`src/logic/rfc_regs.svh`:
```
// Register offsets, reset values and frame constants of the frame checker.
`ifndef RFC_REGS_SVH
`define RFC_REGS_SVH

`define RFC_ADDR_RECEIVE_ERROR_COUNTER   16'h0014
`define RFC_ADDR_RUN_EN       16'h9403
`define RFC_ADDR_IRQ_EN       16'h9406
`define RFC_ADDR_PATH_SEL     16'h9407
`define RFC_ADDR_MAX_LEN      16'h9408
`define RFC_ADDR_FRM_CNT_HI   16'h940a
`define RFC_ADDR_FRM_CNT_LO   16'h940b
`define RFC_ADDR_SYM_CNT      16'h940e
`define RFC_ADDR_OSZ_CNT      16'h940f
`define RFC_ADDR_USZ_CNT      16'h9410
`define RFC_ADDR_ODD_CNT      16'h9411

`define RFC_RST_RUN_EN        1'b1
`define RFC_RST_IRQ_EN        1'b1
`define RFC_RST_PATH_SEL      1'b0
`define RFC_RST_MAX_LEN       16'h05f2

`define RFC_BIT_ENABLE        0
`define RFC_MIN_FRAME_BYTES   16'h0040
`define RFC_NIBBLE_SFD        4'hd
`define RFC_CRC_INIT          32'hffffffff
`define RFC_CRC_POLY          32'hedb88320
`define RFC_CRC_RESIDUE       32'hdebb20e3

`endif

```
`src/logic/rfc_pkg.sv`:
```
// Types shared by the frame checker modules.
package rfc_pkg;

    typedef enum logic [1:0] {
        RFC_IDLE     = 2'b00,
        RFC_PREAMBLE = 2'b01,
        RFC_DATA     = 2'b11
    } rfc_fsm_e;

    typedef struct packed {
        logic       clk;
        logic       en;
        logic       er;
        logic [3:0] d;
    } rfc_mii_s;

    typedef struct packed {
        rfc_mii_s tx;
        rfc_mii_s rx;
    } rfc_pins_s;

    typedef struct packed {
        logic        rd;
        logic        wr;
        logic [15:0] addr;
        logic [15:0] wdata;
    } rfc_mgmt_req_s;

    typedef struct packed {
        logic [15:0] crc;
        logic [15:0] sym;
        logic [15:0] osz;
        logic [15:0] usz;
        logic [15:0] odd;
    } rfc_err_cnt_s;

    typedef struct packed {
        rfc_pins_s    sync1;
        rfc_pins_s    sync2;
        rfc_pins_s    sync3;
        rfc_pins_s    stable;
        logic         clk_d;
        logic         run_en;
        logic         irq_en;
        logic         path_sel;
        logic [15:0]  max_len;
        rfc_fsm_e     fsm;
        logic         hi_nibble;
        logic [3:0]   lo_nibble;
        logic [15:0]  length;
        logic         sym_seen;
        logic [31:0]  crc;
        logic [31:0]  frm_cnt;
        rfc_err_cnt_s cnt;
        logic [31:0]  frm_latched;
        rfc_err_cnt_s latched;
        logic [15:0]  rdata;
        logic         rvalid;
        logic         irq_event;
    } rfc_state_s;

endpackage

```
`src/logic/rfc_crc_step.sv`:
```
// One byte step of the reflected Ethernet CRC-32.
`timescale 1ns/1ps
`include "rfc_regs.svh"

module rfc_crc_step (
    // Running remainder and the byte to fold in, first bit in bit 0.
    input  wire logic [31:0] crc_in,
    input  wire logic [7:0]  data_byte,
    // Remainder after the byte.
    output logic      [31:0] crc_out
);
    import rfc_pkg::*;

    logic [31:0] stage [0:8];

    assign stage[0] = crc_in;

    // The byte is consumed least significant bit first, as on the wire.
    genvar b;
    generate
        for (b = 0; b < 8; b++) begin : g_bit
            assign stage[b+1] = (stage[b][0] ^ data_byte[b])
                              ? ((stage[b] >> 1) ^ `RFC_CRC_POLY)
                              : (stage[b] >> 1);
        end
    endgenerate

    assign crc_out = stage[8];
endmodule

```
`config.mk`:
```
export PLATFORM = sky130hd
export DESIGN_NAME = rfc_crc_step
export DESIGN_NICKNAME = d
export VERILOG_FILES = /design/src/logic/rfc_pkg.sv /design/src/logic/rfc_crc_step.sv
export VERILOG_INCLUDE_DIRS = /design/src /design/src/logic
export SDC_FILE = /design/constraint.sdc
export NUM_CORES = 1
export LEC_CHECK = 0
export BUFFER_PORTS_ARGS = -buffer_cell sky130_fd_sc_hd__buf_4
export CORE_MARGIN = 8
export CORE_UTILIZATION = 39
export DETAILED_ROUTE_END_ITERATION = 7
export PLACE_DENSITY = 0.81
export SLEW_MARGIN = 20
export SYNTH_ARGS = -nofsm -noshare
export SYNTH_HDL_FRONTEND = slang
export SYNTH_SLANG_ARGS = --single-unit
```
`constraint.sdc`:
```
create_clock -name vclk -period 2.6
set_clock_uncertainty 0.1 [all_clocks]
set_input_delay 0.78 -clock vclk [all_inputs]
set_output_delay 0.78 -clock vclk [all_outputs]
set_load 0.01 [all_outputs]
```
==> results of run 1 <==
## cells by family after synthesis
logic type	count (synthesis)	synth area share
XOR/XNOR	63	0.996
buffers and inverters	1	0.00383
## metrics by stage
step	hold WS (ps)	TNS (ps)	worst slack [ps]	util	area (um^2)
3_5_place_dp	1730	-6600	-355	0.757	1840
3_3_place_gp	1730	-6000	-355	0.757	1840
2_1_floorplan	1530	-802	-94.6	-	1030
==> results.cfg, run 1 <==
[run_status]
outcome = aborted with a tool error
lastStage = clock tree synthesis
error = [ERROR DPL-0033] detailed placement checks failed during check placement.

[logic_synthesis]
synth_top_area_cell = xnor2_1
synthCells = 64
yosysMostFrequentCell = xnor2_1
yosysWarnings = 0
synth_commonest_cells = xnor2_1, xor3_1, xor2_1
seq_area_frac_synth = 0
postSynthAreaPerCell_um2 = 15.3
synth_fp_nets = 104
synth.area.top_cells = xnor2_1, xor3_1, xnor2_4, xnor3_1, xor2_1
synth_cell_types = 8
synth_top_area_frac = 0.233
syn_area_um2 = 978

[placed_design]
gp_congestion = 0.821
port_buffers = 72
dp.cells = 190
dp_hpwl_mm = 2.62

[die]
io_pins = 72
initial_core_util = 0.402
die_width_um = 66.1
rows = 18
die_h_um = 66.1

[clock_tree]
hold_buffers = 0
cts_resized = 67
postCtsSetupRepairBufs = 14
==> inputs of run 2 (changes only) <==
--- a/config.mk
+++ b/config.mk
@@ -7,10 +7,10 @@
 export NUM_CORES = 1
 export LEC_CHECK = 0
 export BUFFER_PORTS_ARGS = -buffer_cell sky130_fd_sc_hd__buf_4
-export CORE_MARGIN = 8
-export CORE_UTILIZATION = 39
+export CORE_AREA = 8 8 69 71
 export DETAILED_ROUTE_END_ITERATION = 7
-export PLACE_DENSITY = 0.81
+export DIE_AREA = 0 0 77 79
+export PLACE_DENSITY_LB_ADDON = 0.15
 export SLEW_MARGIN = 20
 export SYNTH_ARGS = -nofsm -noshare
 export SYNTH_HDL_FRONTEND = slang
==> constraint.sdc (replaced) <==
create_clock -name vclk -period 3.4
set_clock_uncertainty 0.1 [all_clocks]
set_input_delay 1.02 -clock vclk [all_inputs]
set_output_delay 1.02 -clock vclk [all_outputs]
set_load 0.01 [all_outputs]
==> run 2 against run 1 <==
Effect of this change:
- the flow now finishes, with violations (setup timing)
- synthesized cell count unchanged
- area after synthesis unchanged
==> results.cfg, run 2 <==
[clock_tree]
hold_buffers = 0

[cells_and_area]
final_util = 0.553
fill_cells = 351
drive_gt1_frac = 0.756
regArea_um2 = 0
finalNonFillerCells = 226
num_antenna_cells = 0
nClkBuffers = 0
final_common_cell = buf_4
nFlopsAndLatches = 0
areaGrowthSynthToFinish_pct = 115
multi_input_area_mm2 = 0.00108
layout_common_cells = buf_4, xnor2_1, buf_6
nNetsFinal = 218
final_area_mm2 = 0.00210

[global_route]
grt_pass1_wl_mm = 4.76
grt_max_degree = 6
globalRoute.totalOverflow = 0
grtUsageTotal = 0.0928
antenna_found_initial = 0
grt_pass1_vias = 989

[detailed_routing]
drc = 0
ant_nets = 0
vias = 884
dr.pass1.iters = 2
first_iter_violations = 10
routedWlPerCell_um = 13.7
wirelength_mm = 3.10
avgViaCountPerCell = 3.91

[die]
io_pins = 72
core_mm2 = 0.00380
die_width_um = 77
rows = 23
die_area_mm2 = 0.00608
die_h_um = 79
initial_core_util = 0.258

[logic_synthesis]
postSynthAreaPerCell_um2 = 15.3
seq_area_frac_synth = 0
synth_top_area_frac = 0.233
synth_top_area_cell = xnor2_1
synth_cell_types = 8
synth_fp_nets = 104
yosysMostFrequentCell = xnor2_1
syn_area_um2 = 978
yosysWarnings = 0
synthCells = 64
synth_commonest_cells = xnor2_1, xor3_1, xor2_1
synth.area.top_cells = xnor2_1, xor3_1, xnor2_4, xnor3_1, xor2_1

[power_and_ir_drop]
leakage_uw = 0.00108
power.density_mw_per_mm2 = 438
peakVddDrop_mv = 0.280
total_power_uw = 919

[timing]
tightest_slew_ps = 275
slew_headroom = 0.815
max_freq_mhz = 291
post-route-min-period_ps = 3440
setup_viol = 3
finalHoldViolCount = 0
slew_viol_final = 0
finalCritPeriodShare = 1.01
rsz0062_at_grt = yes
setup_ws_ps = -38.6

[worst_setup_path]
end_kind = primary output
arrival_ps = 2320
crit_path_max_fanout = 3
crit_type = in2out
cp_data_required_time_ps = 2280
start_kind = input port

[placed_design]
port_buffers = 72
dp.cells = 212
gp_congestion = 0.691
dp_hpwl_mm = 2.65
pre_cts_ws_ps = -129
placed_area_mm2 = 0.00179

[run_status]
outcome = finished, violations left
violations = setup timing

[hold_path]
hold_class = in2out

[flow_run]
maxCapViolations = 0
run 2: area by class of cell:
class | count | share of cell area
tap | 50 | 0.0298
timing repair buffer | 112 | 0.452
inverter | 1 | 0.00179
multi-input combinational | 63 | 0.517
run 2: final timing paths:
kind  startpoint  depth (start not counted)     endpoint
min   crc_in[15]                          3   crc_out[7]
max    crc_in[6]                          8  crc_out[26]
run 2: critical path, cell delays in order:
cell and delay (ps):
buf_8 100, xnor2_4 130, buf_6 120, buf_6 110, buf_6 110, xnor3_1 370, xnor3_1 220, buf_6 130
run 2: cells by family (layout without fill, tap and decap cells):
logic type	count (synthesis)	after routing	synth area share
XOR/XNOR	63	63	0.996
buffers and inverters	1	113	0.00383
run 2: power by group:
group | total (uW) | leakage (uW) | switching [uW] | internal (uW)
Clock | 0 | 0 | 0 | 0
Sequential | 0 | 0 | 0 | 0
Combinational | 919 | 0.00108 | 340 | 579
Total | 919 | 0.00108 | 340 | 579
run 2: timing repair:
item | CTS | global route
hold endpoints to repair | 0 | 0
pin swaps | 10 | 12
endpoints found under the setup margin | 11 | 18
setup buffers | 4 | 10
resized for setup | 11 | 24
run 2: metal layers:
layer	part of all wire	global-route usage
met3	0.064	0.0181
met4	0	0
met2	0.57	0.192
met5	0	0
met1	0.37	0.0994
run 2: through the flow:
step,TNS (ps),hold WS [ps]
2_1_floorplan,0,2020
3_5_place_dp,-447,2210
6_report,-56.9,2210
3_3_place_gp,-360,2210
4_1_cts,-105,2220
5_1_grt,-394,2220
Note: power is estimated with default switching activity, not from simulation.
==> inputs of run 3 (changes only) <==
==> constraint.sdc (replaced) <==
create_clock -name vclk -period 3.4
set_clock_uncertainty 0.1 [all_clocks]
set_input_delay 0.34 -clock vclk [all_inputs]
set_output_delay 0.34 -clock vclk [all_outputs]
set_load 0.01 [all_outputs]
==> run 3 against run 2 <==
Effect of this change:
- the run now ends clean
- non-clock buffer count is 40 lower
- die area stayed put
- worst setup slack better by 1200 ps
- critical path type unchanged
- fmax is 53% higher
==> results.cfg, run 3 (synthesis gave the netlist of run 2 again) <==
[worst_setup_path]
start_kind = input port
startpoint = data_byte[0]
cp_data_required_time_ps = 2960
arrival_ps = 1810
crit_path_max_fanout = 4
end_kind = primary output
crit_type = in2out

[timing]
finalCritPeriodShare = 0.662
tightest_slew_ps = 592
fin_setup_tns_ps = 0
setup_ws_ps = 1150
slew_viol_final = 0
rsz0062_at_grt = no
setup_viol = 0
holdWs_ps = 856
max_freq_mhz = 444
finalHoldViolCount = 0
post-route-min-period_ps = 2250
slew_headroom = 0.603

[detailed_routing]
ant_nets = 0
first_iter_violations = 4
dr.pass1.iters = 4
routedWlPerCell_um = 14.0
drc = 0
vias = 701
wirelength_mm = 2.60
avgViaCountPerCell = 3.77

[die]
die_width_um = 77
io_pins = 72
die_h_um = 79
initial_core_util = 0.258
core_mm2 = 0.00380
rows = 23
die_area_mm2 = 0.00608

[global_route]
grt_pass1_vias = 818
grt_use_met2 = 0.150
grt_pass1_wl_mm = 4.07
globalRoute.totalOverflow = 0
grtUsageTotal = 0.0801
grt_max_degree = 9
use_met3 = 0.0237
antenna_found_initial = 0
grt_use_met1 = 0.0932
grt.busiest_layer = met2

[placed_design]
dp.cells = 186
port_buffers = 72
dp_hpwl_mm = 2.33
pre_cts_ws_ps = 1130
gp_congestion = 0.653

[clock_tree]
cts_resized = 0
postCtsSetupRepairBufs = 0
hold_buffers = 0

[power_and_ir_drop]
peakVddDrop_mv = 0.257
p_clk_frac = 0
internal_power_uw = 444
leakage_uw = 0.000811
p_sw_frac = 0.399
power.density_mw_per_mm2 = 467
seq_power_share = 0
p_switching_uw = 295
p_comb_frac = 1.000

[hold_path]
hp-start = crc_in[21]
hold_class = in2out

[cells_and_area]
nFlopsAndLatches = 0
num_antenna_cells = 0
areaGrowthSynthToFinish_pct = 61.6
nNetsFinal = 178
nClkBuffers = 0
drive_gt1_frac = 0.625
finalNonFillerCells = 186
layout_common_cells = buf_4, xnor2_1, xor3_1
final_common_cell = buf_4
regArea_um2 = 0

[run_status]
outcome = completed

[flow_run]
maxCapViolations = 0
[run 3: changes by cell type in the layout (fill, tap and decap cells not counted), sizes merged]
cell and change:
buf -40
[run 3: area by class of cell]
cell class	count	area, um^2
well taps	50	62.6
multi-input cells	63	975
inverters	1	3.75
repair buffers	72	541
fillers	388	2220
[run 3: critical path, stage by stage]
cell and delay [ps]:
buf_4 120, xnor2_2 290, xnor3_2 540, xor3_1 360, buf_4 150
[run 3: power by group through the flow]
stage | combinational [uW] | clock (uW) | sequential (uW)
finish | 738 | 0 | 0
global route | 795 | 0 | 0
global placement | 750 | 0 | 0
detailed placement | 754 | 0 | 0
CTS | 758 | 0 | 0
floorplan | 431 | 0 | 0
[run 3: per-stage QoR]
step | power (uW) | instance area (um^2) | util
finish | 738 | 1580 | 0.416
CTS | 758 | 1580 | 0.416
global route | 795 | 1580 | 0.416
global placement | 750 | 1580 | 0.416
floorplan | 431 | 978 | -
detailed placement | 754 | 1580 | 0.416
[run 3: path summary, 6_finish.rpt]
kind | depth (start not counted) | slack, ps | endpoint
max | 5 | 1150 | crc_out[25]
min | 3 | 860 | crc_out[13]
[run 3: metal layers]
metal | share of wire | vias to the layer above
li1 | - | 356
met1 | 0.39 | 309
met2 | 0.53 | 36
met3 | 0.082 | 0
met4 | 0 | 0
met5 | 0 | -
